## config.mk

```make
export PLATFORM = sky130hd
export DESIGN_NAME = cfps_sequencer
export DESIGN_NICKNAME = d
export VERILOG_FILES = /design/src/cfps_pkg.sv /design/src/cfps_sync.sv /design/src/cfps_ramp.sv /design/src/cfps_sequencer.sv
export SDC_FILE = /design/constraint.sdc
export NUM_CORES = 1
export LEC_CHECK = 0
export BUFFER_PORTS_ARGS = -buffer_cell sky130_fd_sc_hd__buf_2
export CORE_MARGIN = 2
export CORE_UTILIZATION = 40
export CTS_BUF_LIST = sky130_fd_sc_hd__clkbuf_4 sky130_fd_sc_hd__clkbuf_8 sky130_fd_sc_hd__clkbuf_16
export CTS_CLUSTER_DIAMETER = 40
export DETAILED_ROUTE_END_ITERATION = 10
export GPL_TIMING_DRIVEN = 0
export HOLD_SLACK_MARGIN = 0.12
export MAX_ROUTING_LAYER = met4
export SLEW_MARGIN = 30
export SYNTH_ARGS = -nofsm -noshare
export SYNTH_HDL_FRONTEND = slang
export SYNTH_HIERARCHICAL = 1
export SYNTH_SLANG_ARGS = --single-unit
```

## constraint.sdc

```tcl
create_clock -name clk -period 2.6 [get_ports clk]
set_input_delay 0.52 -clock clk [delete_from_list [all_inputs] [get_ports clk]]
set_output_delay 0.52 -clock clk [all_outputs]
set_load 0.05 [all_outputs]
```

## src/cfps_pkg.sv

```systemverilog
package cfps_pkg;

  // Timing and counts, in oscillator clock cycles
  localparam int RAMP_STEPS    = 2048;
  localparam int HICCUP_CYCLES = 2048;
  localparam int FAULT_LIMIT   = 3;
  localparam int RAMP_W        = 11;
  localparam int FCNT_W        = 2;

  // Register port
  localparam int AW = 8;
  localparam int DW = 32;
  localparam logic [AW-1:0] REG_CTRL     = 8'h00;
  localparam logic [AW-1:0] REG_STATUS   = 8'h04;
  localparam logic [AW-1:0] REG_IRQ_STAT = 8'h08;
  localparam logic [AW-1:0] REG_IRQ_MASK = 8'h0c;
  localparam logic [AW-1:0] REG_RAMP     = 8'h10;

  // Field positions
  localparam int CTRL_EN_BIT   = 0;
  localparam int STAT_ST_LSB   = 0;
  localparam int STAT_FCNT_LSB = 3;
  localparam int STAT_PG_BIT   = 5;
  localparam int STAT_FLT_BIT  = 6;
  localparam int IRQ_OV        = 0;
  localparam int IRQ_UV        = 1;
  localparam int IRQ_OC        = 2;
  localparam int IRQ_LATCH     = 3;
  localparam int IRQ_W         = 4;

  localparam logic [IRQ_W-1:0] IRQ_RESET = 4'h0;
  localparam logic             CTRL_EN_RESET = 1'b0;

  // Comparator results from the analog front end
  typedef struct packed {
    logic ov_trip;
    logic uv_trip;
    logic oc_trip;
    logic in_window;
    logic above_min;
  } cfps_cmp_t;

  localparam int CMP_W = 5;

  // Gate enables: high side and low side of both phases
  typedef struct packed {
    logic hs1;
    logic hs2;
    logic ls1;
    logic ls2;
  } cfps_gate_t;

  localparam cfps_gate_t GATE_OFF     = 4'h0;
  localparam cfps_gate_t GATE_SWITCH  = 4'hf;
  localparam cfps_gate_t GATE_CROWBAR = 4'h3;

  typedef enum logic [2:0] {
    ST_IDLE,
    ST_SOFT,
    ST_RUN,
    ST_HICCUP,
    ST_OVP,
    ST_LATCH
  } cfps_state_t;

endpackage : cfps_pkg

```

## src/cfps_sync.sv

```systemverilog
`timescale 1ns/1ps
module cfps_sync #(
  parameter int W = 1
) (
  input  wire logic         clk,
  input  wire logic         reset_n,
  input  wire logic [W-1:0] din,
  output logic      [W-1:0] dout
);

  logic [W-1:0] s1_r;
  logic [W-1:0] s2_r;
  logic [W-1:0] s3_r;

  initial
  begin
    if (W < 1)
      $error("cfps_sync: W must be at least 1");
  end

  always_ff @(posedge clk or negedge reset_n)
  begin
    if (!reset_n)
    begin
      s1_r <= '0;
      s2_r <= '0;
      s3_r <= '0;
    end
    else
    begin
      s1_r <= din;
      s2_r <= s1_r;
      s3_r <= s2_r;
    end
  end

  // Take a bit once the last two stages agree
  always_ff @(posedge clk or negedge reset_n)
  begin
    if (!reset_n)
      dout <= '0;
    else
    begin
      for (int i = 0; i < W; i++)
      begin
        if (s2_r[i] == s3_r[i])
          dout[i] <= s3_r[i];
      end
    end
  end

endmodule : cfps_sync

```

## src/cfps_ramp.sv

```systemverilog
`timescale 1ns/1ps
module cfps_ramp #(
  parameter int STEPS = 2048,
  parameter int W     = 11
) (
  input  wire logic         clk,
  input  wire logic         reset_n,
  input  wire logic         run,
  input  wire logic         clear,
  output logic      [W-1:0] count,
  output logic              done
);

  localparam logic [W-1:0] LAST = W'(STEPS - 1);

  initial
  begin
    if (STEPS < 2 || STEPS > (1 << W))
      $error("cfps_ramp: STEPS does not fit W");
  end

  always_ff @(posedge clk or negedge reset_n)
  begin
    if (!reset_n)
      count <= '0;
    else if (clear)
      count <= '0;
    else if (run && count != LAST)
      count <= count + W'(1);
  end

  assign done = (count == LAST);

endmodule : cfps_ramp

```

## src/cfps_sequencer.sv

```systemverilog
`timescale 1ns/1ps
module cfps_sequencer
  import cfps_pkg::*;
#(
  parameter int RAMP_N   = RAMP_STEPS,
  parameter int HICCUP_N = HICCUP_CYCLES,
  parameter int LIMIT_N  = FAULT_LIMIT
) (
  input  wire logic                   clk,
  input  wire logic                   reset_n,
  input  cfps_pkg::cfps_cmp_t         cmp_pins,
  input  wire logic [cfps_pkg::AW-1:0] addr,
  input  wire logic [cfps_pkg::DW-1:0] wdata,
  input  wire logic                   wr_en,
  input  wire logic                   rd_en,
  output logic      [cfps_pkg::DW-1:0] rdata,
  output logic                        irq,
  output logic                        pgood_out,
  output logic                        pgood_oe,
  output logic                        osc_inhibit_fault_pin,
  output cfps_pkg::cfps_gate_t        gate,
  output logic [cfps_pkg::RAMP_W-1:0] ss_ref
);
  import cfps_pkg::*;

  initial
  begin
    if (RAMP_N > (1 << RAMP_W) || HICCUP_N < 2 || HICCUP_N > 65536)
      $error("cfps_sequencer: ramp or hiccup length out of range");
    if (LIMIT_N < 1 || LIMIT_N > (1 << FCNT_W) - 1)
      $error("cfps_sequencer: fault limit does not fit the counter");
  end

  ////////////////////////////////////////////////////////////////////////////////
  // Inputs and ramp

  cfps_cmp_t         cmp_s;
  cfps_state_t       state_r;
  cfps_state_t       state_nxt;
  logic              uv_prev_r;
  logic              uv_evt;
  logic              oc_evt;
  logic              ov_evt;
  logic              fault_evt;
  logic [FCNT_W-1:0] fcnt_r;
  logic [15:0]       hic_cnt_r;
  logic              hic_done;
  logic [RAMP_W-1:0] ramp_cnt;
  logic              ramp_done;
  logic              ctrl_en_r;
  logic [IRQ_W-1:0]  irq_stat_r;
  logic [IRQ_W-1:0]  irq_mask_r;
  logic [IRQ_W-1:0]  irq_set;

  localparam logic [FCNT_W-1:0] FCNT_LAST = FCNT_W'(LIMIT_N - 1);
  localparam logic [15:0]       HIC_LAST  = 16'(HICCUP_N - 1);

  cfps_sync #(
    .W (CMP_W)
  ) u_sync (
    .clk     (clk),
    .reset_n (reset_n),
    .din     (cmp_pins),
    .dout    (cmp_s)
  );

  cfps_ramp #(
    .STEPS (RAMP_N),
    .W     (RAMP_W)
  ) u_ramp (
    .clk     (clk),
    .reset_n (reset_n),
    .run     (state_r == ST_SOFT),
    .clear   (state_r != ST_SOFT && state_r != ST_RUN),
    .count   (ramp_cnt),
    .done    (ramp_done)
  );

  ////////////////////////////////////////////////////////////////////////////////
  // Fault detection

  always_ff @(posedge clk or negedge reset_n)
  begin
    if (!reset_n)
      uv_prev_r <= 1'b0;
    else
      uv_prev_r <= cmp_s.uv_trip;
  end

  always_comb
  begin
    // Over-voltage watched in every live state
    ov_evt = cmp_s.ov_trip && state_r != ST_OVP;
    uv_evt = cmp_s.uv_trip && uv_prev_r && !ov_evt &&
             (state_r == ST_RUN || (state_r == ST_SOFT && cmp_s.above_min));
    oc_evt = cmp_s.oc_trip && !ov_evt && (state_r == ST_RUN || state_r == ST_SOFT);
    fault_evt = uv_evt || oc_evt;
  end

  // Shared count of under-voltage and over-current
  always_ff @(posedge clk or negedge reset_n)
  begin
    if (!reset_n)
      fcnt_r <= '0;
    else if (fault_evt && fcnt_r != FCNT_LAST)
      fcnt_r <= fcnt_r + FCNT_W'(1);
  end

  always_ff @(posedge clk or negedge reset_n)
  begin
    if (!reset_n)
      hic_cnt_r <= '0;
    else if (state_r == ST_HICCUP)
      hic_cnt_r <= hic_cnt_r + 16'h0001;
    else
      hic_cnt_r <= '0;
  end

  assign hic_done = (hic_cnt_r == HIC_LAST);

  ////////////////////////////////////////////////////////////////////////////////
  // Sequencer

  always_comb
  begin
    state_nxt = state_r;
    case (state_r)
      ST_IDLE:
        if (ov_evt)
          state_nxt = ST_OVP;
        else if (ctrl_en_r)
          state_nxt = ST_SOFT;
      ST_SOFT, ST_RUN:
        if (ov_evt)
          state_nxt = ST_OVP;
        else if (fault_evt)
          state_nxt = (fcnt_r == FCNT_LAST) ? ST_LATCH : ST_HICCUP;
        else if (state_r == ST_SOFT && ramp_done)
          state_nxt = ST_RUN;
      ST_HICCUP:
        if (ov_evt)
          state_nxt = ST_OVP;
        else if (hic_done)
          state_nxt = ST_SOFT;
      ST_LATCH:
        if (ov_evt)
          state_nxt = ST_OVP;
      ST_OVP:
        state_nxt = ST_OVP;
      default:
        state_nxt = ST_IDLE;
    endcase
  end

  always_ff @(posedge clk or negedge reset_n)
  begin
    if (!reset_n)
      state_r <= ST_IDLE;
    else
      state_r <= state_nxt;
  end

  ////////////////////////////////////////////////////////////////////////////////
  // Outputs

  // Crowbar or all off outside switching
  always_ff @(posedge clk or negedge reset_n)
  begin
    if (!reset_n)
      gate <= GATE_OFF;
    else if (state_nxt == ST_OVP)
      gate <= GATE_CROWBAR;
    else if (state_nxt == ST_SOFT || state_nxt == ST_RUN)
      gate <= GATE_SWITCH;
    else
      gate <= GATE_OFF;
  end

  // Fault pin sticky to power cycle
  always_ff @(posedge clk or negedge reset_n)
  begin
    if (!reset_n)
      osc_inhibit_fault_pin <= 1'b0;
    else if (state_nxt == ST_OVP || state_nxt == ST_LATCH)
      osc_inhibit_fault_pin <= 1'b1;
  end

  // Open drain pulled low out of window
  always_ff @(posedge clk or negedge reset_n)
  begin
    if (!reset_n)
    begin
      pgood_out <= 1'b0;
      pgood_oe  <= 1'b1;
    end
    else
    begin
      pgood_out <= 1'b0;
      pgood_oe  <= !(state_r == ST_RUN && cmp_s.in_window);
    end
  end

  // Ramp code is the comparator reference
  always_ff @(posedge clk or negedge reset_n)
  begin
    if (!reset_n)
      ss_ref <= '0;
    else
      ss_ref <= ramp_cnt;
  end

  ////////////////////////////////////////////////////////////////////////////////
  // Register port and interrupt

  always_ff @(posedge clk or negedge reset_n)
  begin
    if (!reset_n)
      ctrl_en_r <= CTRL_EN_RESET;
    else if (wr_en && addr == REG_CTRL)
      ctrl_en_r <= wdata[CTRL_EN_BIT];
  end

  always_ff @(posedge clk or negedge reset_n)
  begin
    if (!reset_n)
      irq_mask_r <= IRQ_RESET;
    else if (wr_en && addr == REG_IRQ_MASK)
      irq_mask_r <= wdata[IRQ_W-1:0];
  end

  always_comb
  begin
    irq_set            = '0;
    irq_set[IRQ_OV]    = ov_evt;
    irq_set[IRQ_UV]    = uv_evt;
    irq_set[IRQ_OC]    = oc_evt;
    irq_set[IRQ_LATCH] = (state_nxt == ST_LATCH && state_r != ST_LATCH);
  end

  // Set wins over a write-one clear
  always_ff @(posedge clk or negedge reset_n)
  begin
    if (!reset_n)
      irq_stat_r <= IRQ_RESET;
    else if (wr_en && addr == REG_IRQ_STAT)
      irq_stat_r <= (irq_stat_r & ~wdata[IRQ_W-1:0]) | irq_set;
    else
      irq_stat_r <= irq_stat_r | irq_set;
  end

  always_ff @(posedge clk or negedge reset_n)
  begin
    if (!reset_n)
      irq <= 1'b0;
    else
      irq <= |(irq_stat_r & irq_mask_r);
  end

  always_ff @(posedge clk or negedge reset_n)
  begin
    if (!reset_n)
      rdata <= '0;
    else if (rd_en)
    begin
      rdata <= '0;
      case (addr)
        REG_CTRL:     rdata[CTRL_EN_BIT] <= ctrl_en_r;
        REG_STATUS:
        begin
          rdata[STAT_ST_LSB +: 3]        <= state_r;
          rdata[STAT_FCNT_LSB +: FCNT_W] <= fcnt_r;
          rdata[STAT_PG_BIT]             <= !pgood_oe;
          rdata[STAT_FLT_BIT]            <= osc_inhibit_fault_pin;
        end
        REG_IRQ_STAT: rdata[IRQ_W-1:0] <= irq_stat_r;
        REG_IRQ_MASK: rdata[IRQ_W-1:0] <= irq_mask_r;
        REG_RAMP:     rdata[RAMP_W-1:0] <= ramp_cnt;
        default:      rdata <= '0;
      endcase
    end
    else
      rdata <= '0;
  end

  ////////////////////////////////////////////////////////////////////////////////
  // Checks

  logic [15:0] chk_hic_r;

  always_ff @(posedge clk or negedge reset_n)
  begin
    if (!reset_n)
      chk_hic_r <= '0;
    else if (state_r == ST_HICCUP)
      chk_hic_r <= chk_hic_r + 16'h0001;
    else
      chk_hic_r <= '0;
  end
endmodule : cfps_sequencer

```

* Word level (Yosys, flattened, before mapping)
Cells that the tools add are included.
** Operators by class
- Bitwise gates (word level) :: 5
- Multiplexer cells :: 21
- Add/subtract/negate cells :: 3
- Eq/ne operators :: 27
- Reduce and logical (&&, ||, !) cells :: 29
** Operator list (count)
- $mux 11 :: 3
- $mux 3 :: 9
- $add 16x1->16 const B :: 1
- $eq 16x11->1 const B :: 1
- $eq 8x4->1 const B :: 2
- $logic_and 1x1->1 :: 16
- $mux 16 :: 1
- $mux 4 :: 4
- $pmux 3 s5 :: 1
- $eq 3x3->1 const B :: 4
- $pmux 3 s4 :: 1
- $add 11x1->11 const B :: 1
- $eq 11x11->1 const B :: 1
- $ne 11x11->1 const B :: 1
- $eq 3x2->1 const B :: 3
- $and 4x4->4 :: 2
- $eq 8x3->1 const B :: 1
- $eq 8x5->1 const B :: 1
- $logic_not 8->1 :: 1
- $or 4x4->4 :: 2
- $eq 3x1->1 const B :: 2
- $ne 3x3->1 const B :: 2
- $pmux 3 s2 :: 1
- $eq 1x1->1 :: 5
- 13 further kinds :: 19
** Word-level totals
- Input port bits :: 49
- Word-level logic and storage cells :: 110
- Output and inout bits :: 51
- Flip-flop bits (word level) :: 112

* Depth between registers and ports, before layout
Gate-level depths: netlist of the first run.
- Depth in word-level cells :: 13
- Mapped depth :: 8
- Depth with buffers taken out :: 8

* Hierarchy
Netlist of the first run, hierarchy kept.
** Modules (own cells, without submodules)
- cfps_sequencer :: area an instance 2786.4 sq um, seq. area each 1452.6 sq um, times used 1, cells an instance 258
- cfps_ramp :: area an instance 583.1 sq um, seq. area each 275.3 sq um, times used 1, cells an instance 62
- cfps_sync :: area an instance 556.8 sq um, seq. area each 500.5 sq um, times used 1, cells an instance 25

* Worst setup path before layout of the first run
No wires, ideal clock.
- Path kind :: in2reg
- Start point :: in addr[0] (netlist bit)
- End point :: reg irq_mask_r[0]
- Setup slack :: 0.605 ns
- Arrival :: 1.867 ns
- Stages :: 4
- Setup time :: 0.128 ns
- Data required time :: 2.472 ns
- Path buffers :: 0
- Cell sequence :: or4_4 nor4b_4 nand3_2 mux2_1
** Between the ends
- Longest elaborated chain between the ends :: 2
** RTL lines
- from (decl) :: RTL line cfps_sequencer.sv:12 : input wire logic [cfps_pkg::AW-1:0] addr,
- $eq 8x4->1 :: RTL line cfps_sequencer.sv:227 : else if (wr_en && addr == REG_IRQ_MASK)
- $logic_and 1x1->1 :: RTL line cfps_sequencer.sv:227
- to (signal assigned) :: RTL line cfps_sequencer.sv:228 : irq_mask_r <= wdata[IRQ_W-1:0];
- to (decl) :: RTL line cfps_sequencer.sv:52 : logic [IRQ_W-1:0] irq_mask_r;
Every way passes these cells.
A chain may end at the register's enable or synchronous reset.

* Worst setup path in the final report of the first run
- Start point :: reg u_ramp.count[0]
- End point :: reg gate[3] (netlist bit)
** Between the ends
- Longest elaborated chain between the ends :: 10
- Elaborated cells between the ends (all ways) :: 12
- Classes of those cells :: eq/ne: 4; mux: 6; reduce/logical: 2
** RTL lines
- from (decl) :: RTL line cfps_ramp.sv:10 : output logic [W-1:0] count,
- from (signal assigned) :: RTL line cfps_ramp.sv:29 : count <= count + W'(1);
- $eq 11x11->1 (*) :: RTL line cfps_ramp.sv:32 : assign done = (count == LAST);
- via ramp_done :: RTL line cfps_sequencer.sv:49 : logic ramp_done;
- $logic_and 1x1->1 (*) :: RTL line cfps_sequencer.sv:138 : else if (state_r == ST_SOFT && ramp_done)
- $mux 3 (*) :: RTL line cfps_sequencer.sv:138
- $mux 3 (*) :: RTL line cfps_sequencer.sv:136 : else if (fault_evt)
- $mux 3 (*) :: RTL line cfps_sequencer.sv:134 : if (ov_evt)
- $pmux 3 s5 (*) :: RTL line cfps_sequencer.sv:127 : case (state_r)
- $eq 3x1->1 or $eq 3x2->1 (tied branches) :: RTL line cfps_sequencer.sv:173 : else if (state_nxt == ST_SOFT || state_nxt == ST_RUN)
- $logic_or 1x1->1 :: RTL line cfps_sequencer.sv:173
- $mux 4 :: RTL line cfps_sequencer.sv:173
- $mux 4 (*) :: RTL line cfps_sequencer.sv:171 : else if (state_nxt == ST_OVP)
- to (signal assigned) :: RTL line cfps_sequencer.sv:170 : gate <= GATE_OFF;
- to (signal assigned) :: RTL line cfps_sequencer.sv:172 : gate <= GATE_CROWBAR;
- to (signal assigned) :: RTL line cfps_sequencer.sv:174 : gate <= GATE_SWITCH;
- to (decl) :: RTL line cfps_sequencer.sv:21 : output cfps_pkg::cfps_gate_t gate,
The timed path passes the listed nets; every way through them passes the cells marked *.

==> flow_metrics.env, run 1 <==
export IMPL_post_cts_buffers=0
export IMPL_htree_levels=3
export IMPL_clk_latency_ns=0.35
export IMPL_cp_max_fo=6
export IMPL_wl_per_cell_um=12.7
export IMPL_antenna_found_initial=0
export IMPL_n_fill_cell=937
export IMPL_areaGrowthSynthToFinish_pct=19.8
export IMPL_yosysSeqAreaShare=0.568
export IMPL_netlist_cell_type_count=56
export IMPL_wl_met3_um=388
export IMPL_synth_edff_count=0
export IMPL_p_leak_nw=2.20
export IMPL_coreArea_mm2=0.00964
export IMPL_wl_met2_mm=3.27
export IMPL_worstSetupPathType="flip-flop to flip-flop"
export IMPL_multi_input_area_mm2=0.00151
export IMPL_power_switching_w=0.000638
export IMPL_ctsResizeCount=0
export IMPL_hp_class="primary input to flip-flop"
export IMPL_clk_pin_slew_ns=0.09
export IMPL_max_freq_ghz=0.445
export IMPL_ctsHoldBuffers=1
export IMPL_vdd_ir_drop_max_v=0.000366
export IMPL_setup_viol=0
export IMPL_port_buffers=49
export IMPL_drv_slew=0
export IMPL_row_count=36
export IMPL_path_cells="ha_1, and2_1, nand2_1, nor2_1, a21oi_1, or2_2, nand2b_1, o32ai_1"
export IMPL_hold_violations=0
export IMPL_grt_pass1_vias=2584
export IMPL_p_seq_frac=0.520
export IMPL_status="finished clean"
export IMPL_slew_headroom=0.570
export IMPL_cpMaxStageDelayCell="dfrtp_1"
export IMPL_nets=480
export IMPL_dieArea_mm2=0.0106
export IMPL_drc=0
export IMPL_fin_crit_sh=0.865
export IMPL_rsz0062_at_grt="false"
export IMPL_end_kind="flip-flop"
export IMPL_netlist_instances=345
export IMPL_tritoncts="built"
export IMPL_cts_buffers=9
export IMPL_path_delay_family="simple AND/OR/NAND/NOR gates"
export IMPL_clock_skew_ns=0.0147
export IMPL_diodes=0
export IMPL_p_sw_frac=0.232
export IMPL_internal_power_w=0.00211
export IMPL_maxCapViolCount=0
export IMPL_netlist_area_mm2=0.00393
export IMPL_routed_wl_mm=7.20
export IMPL_final_antenna_net_count=0
export IMPL_async_flop_share=1.00
export IMPL_clock_sinks=89
export IMPL_worstPathArrival_ns=2.48
export IMPL_ys_seq_elements=89
export IMPL_crit_buf_inv=0
export IMPL_critPathRequiredTime_ns=2.84
export IMPL_synth_top_area_frac=0.561
export IMPL_dpl_cell_area_mm2=0.00445
export IMPL_first_iter_violations=122
export IMPL_p_comb_frac=0.068
export IMPL_clockRootBuffer="clkbuf_8"
export IMPL_seq_area_mm2=0.00223
export IMPL_grt_overflow=0
export IMPL_globalplace_congestion=0.822
export IMPL_grt_pass1_wl_mm=12.3
export IMPL_wl_met1_mm=3.44
export IMPL_max_stage_delay_ns=0.46
export IMPL_ys_top_cells_by_area="dfrtp_1 (56%), buf_4 (4.6%), nor2_1 (2.7%)"
export IMPL_p_per_area_mw_per_mm2=585
export IMPL_start_util=0.407
export IMPL_grt_usage=0.153
export IMPL_dp_hpwl_mm=5.19
export IMPL_vias_per_cell=4.76
export IMPL_vias=2694
export IMPL_cts_buffer_depth=2
export IMPL_crit_path_start_kind="flip-flop"
export IMPL_synth_area_leader_cell="dfrtp_1"
export IMPL_finalSetupTns_ns=0
export IMPL_pin_count=100
export IMPL_dr_max_layer_used="met4"
export IMPL_fp_dieW_um=103
export IMPL_synth_main_ff_cell="dfrtp_1"
export IMPL_power_frac_clock=0.412
export IMPL_fin_area_mm2=0.00470
export IMPL_syn_avg_cell_area_um2=11.4
export IMPL_synth_commonest_cells="dfrtp_1 (88), nor2_1 (28), buf_4 (24)"
export IMPL_tightestPinTransition_ns=0.639
export IMPL_period_minus_slack_ns=2.25
export IMPL_layout_drive_gt1_share=0.273
export IMPL_post_synth_top_count_cell="dfrtp_1"
export IMPL_yosysWarningCount=6
export IMPL_grt_max_degree=48
export IMPL_first_pass_iters=4
export IMPL_dieHeight_um=103
[stage by stage]
| step | hold WS (ns) | setup slack [ns] | utilization | power (W) | instances |
|---|---|---|---|---|---|
| global placement | 0.332 | 0.233 | 0.458 | 0.00164 | 548 |
| CTS | 0.255 | 0.354 | 0.488 | 0.00278 | 566 |
| detailed placement | 0.335 | 0.380 | 0.462 | 0.00164 | 549 |
| floorplan | 0.224 | 0.605 | - | 0.00158 | 366 |
| global route | 0.242 | 0.0330 | 0.488 | 0.00286 | 566 |
| finish | 0.274 | 0.352 | 0.488 | 0.00275 | 566 |
[routing by layer]
metal	global-route usage	vias to the layer above
li1	-	1341
met1	0.203	1272
met2	0.227	75
met3	0.0386	6
met4	0.0607	0
met5	-	-
[registers in the layout, summed over array words and instances (netlist names)]
| register | flops |
|---|---|
| irq_stat_r | 4 |
| ctrl_en_r | 1 |
| u_sync/s3_r | 5 |
| u_ramp/count | 11 |
| u_sync/dout | 5 |
| u_sync/s2_r | 5 |
| uv_prev_r | 1 |
| u_sync/s1_r | 5 |
| osc_inhibit_fault_pin | 1 |
| pgood_oe | 1 |
| ss_ref | 11 |
| irq_mask_r | 4 |
| hic_cnt_r | 16 |
| fcnt_r | 2 |
| state_r | 3 |
| gate | 2 |
| irq | 1 |
| rdata | 11 |
[cell usage in the layout (no fill, tap or decap), types with 2 or more instances in the layout]
| cell type | Yosys | routed |
|---|---|---|
| a21o_1 | 2 | 2 |
| a21oi_1 | 13 | 13 |
| a22o_1 | 10 | 10 |
| a22oi_1 | 7 | 7 |
| and2_1 | 6 | 6 |
| and3_1 | 5 | 5 |
| buf_2 | 4 | 52 |
| buf_4 | 24 | 24 |
| bufinv_16 | 0 | 3 |
| clkbuf_1 | 4 | 4 |
| clkbuf_8 | 0 | 9 |
| clkinv_2 | 0 | 2 |
| conb_1 | 1 | 22 |
| dfrtp_1 | 88 | 88 |
| ha_1 | 3 | 3 |
| inv_1 | 12 | 12 |
| maj3_2 | 5 | 5 |
| mux2_1 | 4 | 4 |
| mux2_2 | 5 | 5 |
| mux2i_1 | 3 | 3 |
| nand2_1 | 17 | 17 |
| nand2b_1 | 7 | 7 |
| nand3_1 | 11 | 11 |
| nand4_1 | 4 | 4 |
| nor2_1 | 28 | 28 |
| nor2b_1 | 5 | 5 |
| nor3_1 | 6 | 6 |
| o21ai_0 | 14 | 14 |
| o31ai_1 | 4 | 4 |
| or3_1 | 11 | 11 |
| or4_1 | 2 | 2 |
| xnor2_1 | 10 | 10 |
| xor2_1 | 4 | 4 |
[worst paths after layout]
| check | start | endpoint | slack [ns] | cells past startpoint |
|---|---|---|---|---|
| setup reg to reg | u_ramp/count[0] | gate[3] | 0.35 | 8 |
| max in group asynchronous | reset_n | pgood_oe | 1.35 | 3 |
| hold / removal | cmp_pins[2] | u_sync/s1_r[2] | 0.27 | 1 |
| hold reg to reg | u_sync/s1_r[1] | u_sync/s2_r[1] | 0.35 | 0 |
| setup / recovery | u_ramp/count[0] | gate[3] | 0.35 | 8 |
| min in group asynchronous | reset_n | rdata[1] | 0.64 | 2 |
[cells by family after synthesis]
kind of cell    count (synthesis)  synth area share
xor+xnor                       14            0.0312
other cells                     1          0.000955
buf+inv                        45            0.0676
fa+ha+maj                       8            0.0239
simple gates                  114             0.160
compound gates                 62             0.116
flops                          89             0.568
mux                            12            0.0335
[power groups by stage]
stage / clock network (W) / registers (W) / logic, W
finish: 0.00113 / 0.00143 / 0.000187
global route: 0.00122 / 0.00143 / 0.000204
CTS: 0.00116 / 0.00143 / 0.000189
detailed placement: 0 / 0.00146 / 0.000187
global placement: 0 / 0.00146 / 0.000180
floorplan: 0 / 0.00145 / 0.000125
[worst register-to-register path, delay by kind of cell (launching register included)]
kind / cells / cell delay, ns
AOI/OAI and AO/OA: 2 / 0.45
adders and majority gates: 1 / 0.20
DFF: 1 / 0.46
and+or+nand+nor: 5 / 1.03
[cell type report]
type | count | share of cell area
buffer | 33 | 0.0468
clock buffer | 9 | 0.0263
clock inverter | 7 | 0.0250
inverter | 12 | 0.00958
multi-input combinational | 232 | 0.321
sequential | 89 | 0.474
tap | 133 | 0.0354
timing repair buffer | 51 | 0.0615
No activity file was read; power rests on OpenSTA's default activity.
==> run 2, diff against run 1 <==
--- a/config.mk
+++ b/config.mk
@@ -5,7 +5,7 @@
 export SDC_FILE = /design/constraint.sdc
 export NUM_CORES = 1
 export LEC_CHECK = 0
-export BUFFER_PORTS_ARGS = -buffer_cell sky130_fd_sc_hd__buf_2
+export BUFFER_PORTS_ARGS = -buffer_cell sky130_fd_sc_hd__buf_4
 export CORE_MARGIN = 2
 export CORE_UTILIZATION = 40
 export CTS_BUF_LIST = sky130_fd_sc_hd__clkbuf_4 sky130_fd_sc_hd__clkbuf_8 sky130_fd_sc_hd__clkbuf_16
==> run 2 against run 1 <==
Compared with the run above: clock power decreased by 14%; critical path type unchanged; non-clock buffer count fell by 2; power down 5.7%; utilization grew 0.53 points.
==> flow_metrics.env, run 2 (same netlist as run 1, synthesis figures left out) <==
export IMPL_status="finished clean"
export IMPL_wl_met2_mm=3.36
export IMPL_largest_reg_flops=16
export IMPL_vias=2643
export IMPL_setup_worst_path_start="u_ramp/count[0]"
export IMPL_fin_cells=564
export IMPL_tritoncts="built"
export IMPL_drv_slew=0
export IMPL_reg2regPathDepth=8
export IMPL_antenna_found_initial=0
export IMPL_cts_buffers=9
export IMPL_htree_levels=3
export IMPL_final_antenna_net_count=0
export IMPL_pin_count=100
export IMPL_worstPathArrival_ns=2.46
export IMPL_coreArea_mm2=0.00964
export IMPL_path_delay_family="simple AND/OR/NAND/NOR gates"
export IMPL_period_minus_slack_ns=2.22
export IMPL_first_pass_iters=4
export IMPL_vias_per_cell=4.69
export IMPL_ctsResizeCount=0
export IMPL_drc=0
export IMPL_critPathRequiredTime_ns=2.84
export IMPL_r2r_end="gate[3]"
export IMPL_p_per_area_mw_per_mm2=546
export IMPL_clock_skew_ns=0.00711
export IMPL_crit_buf_inv=0
export IMPL_fin_area_mm2=0.00475
export IMPL_cpMaxStageDelayCell="dfrtp_1"
export IMPL_dieArea_mm2=0.0106
export IMPL_hold_violations=0
export IMPL_tightestPinTransition_ns=0.770
export IMPL_n_fill_cell=896
export IMPL_slew_headroom=0.487
export IMPL_dr_max_layer_used="met4"
export IMPL_setup_viol=0
export IMPL_diodes=0
export IMPL_ctsHoldBuffers=0
export IMPL_start_util=0.407
export IMPL_fp_dieW_um=103
export IMPL_placed_cells=548
export IMPL_rrSetupSlack_ns=0.38
export IMPL_row_count=36
export IMPL_maxCapViolCount=0
export IMPL_post_cts_buffers=0
export IMPL_vdd_ir_drop_max_v=0.000272
export IMPL_layout_drive_gt1_share=0.271
export IMPL_path_cells="ha_1, and2_1, nand2_1, nor2_1, a21oi_1, or2_2, nand2b_1, o32ai_1"
export IMPL_worstSetupPathType="flip-flop to flip-flop"
export IMPL_top_register="hic_cnt_r"
export IMPL_r2r_start="u_ramp/count[0]"
export IMPL_grt_pass1_vias=2545
export IMPL_wl_met1_mm=3.44
export IMPL_fin_crit_sh=0.853
export IMPL_finalSetupTns_ns=0
export IMPL_port_buffers=49
export IMPL_hold_slack_ns=0.217
export IMPL_routed_wl_mm=7.25
export IMPL_rsz0062_at_grt="false"
export IMPL_wl_met3_um=336
export IMPL_areaGrowthSynthToFinish_pct=21.1
export IMPL_total_power_w=0.00259
export IMPL_clk_latency_ns=0.34
export IMPL_final_common_cell="dfrtp_1"
export IMPL_max_freq_ghz=0.451
export IMPL_end_kind="flip-flop"
export IMPL_dieHeight_um=103
export IMPL_crit_path_start_kind="flip-flop"
export IMPL_grt_overflow=0
export IMPL_cp_max_fo=6
export IMPL_p_leak_nw=2.18
export IMPL_hp_class="primary input to asynchronous set/reset pin"
export IMPL_clock_sinks=89
export IMPL_grt_pass1_wl_mm=12.3
export IMPL_dpl_cell_area_mm2=0.00454
export IMPL_dp_hpwl_mm=5.07
export IMPL_grt_max_degree=90
export IMPL_cts_buffer_depth=2
export IMPL_max_stage_delay_ns=0.46
export IMPL_globalplace_congestion=0.858
export IMPL_clk_pin_slew_ns=0.09
export IMPL_path_depth=8
export IMPL_wl_per_cell_um=12.8
export IMPL_clockRootBuffer="clkbuf_8"
export IMPL_grt_usage=0.153
export IMPL_final_cell_mix="dfrtp_1 (88), buf_4 (72), nor2_1 (28), conb_1 (22), nand2_1 (17)"
export IMPL_nets=478
export IMPL_first_iter_violations=74
[run 2: changes by cell type in the layout (fill, tap and decap cells not counted), sizes merged]
cell,previous run,this run
clkbuf,14,17
bufinv,3,1
buf,78,77
clkinv,3,2
clkinvlp,0,1
dlygate4sd3,1,0
inv,13,12
[run 2: report_power, final]
| part | internal [W] | leakage [nW] | switching (W) | total (W) |
|---|---|---|---|---|
| clock | 0.000508 | 0.106 | 0.000467 | 0.000975 |
| combinational | 0.0000646 | 0.905 | 0.000124 | 0.000189 |
| sequential | 0.00141 | 1.17 | 0.0000200 | 0.00143 |
[run 2: worst max path at each step]
stage | endpoint | slack [ns]
finish | gate[3] | 0.38
CTS | gate[3] | 0.37
global placement | gate[3] | 0.34
floorplan | irq_mask_r[0] | 0.61
global route | gate[3] | 0.21
detailed placement | irq_mask_r[2] | 0.37
[run 2: layer usage]
layer  GRT usage  vias up
met2       0.225       67
met1       0.206     1250
met3      0.0319        7
met5           -        -
met4      0.0628        0
li1            -     1319
[run 2: area by class of cell]
cell class              instances  area, µm²  area share
plain buffers                  33        220      0.0463
clock buffers                  12        159      0.0334
clock inverters                 4       51.3      0.0108
inverters                      12       45.0     0.00948
multi-input cells             232       1510       0.318
flip-flops and latches         89       2230       0.469
well taps                     133        166      0.0350
repair buffers                 49        372      0.0782
[run 2: stage by stage]
step | utilization | setup WS (ns)
finish | 0.493 | 0.382
global route | 0.493 | 0.205
CTS | 0.493 | 0.367
detailed placement | 0.471 | 0.366
global placement | 0.471 | 0.345
floorplan | - | 0.605
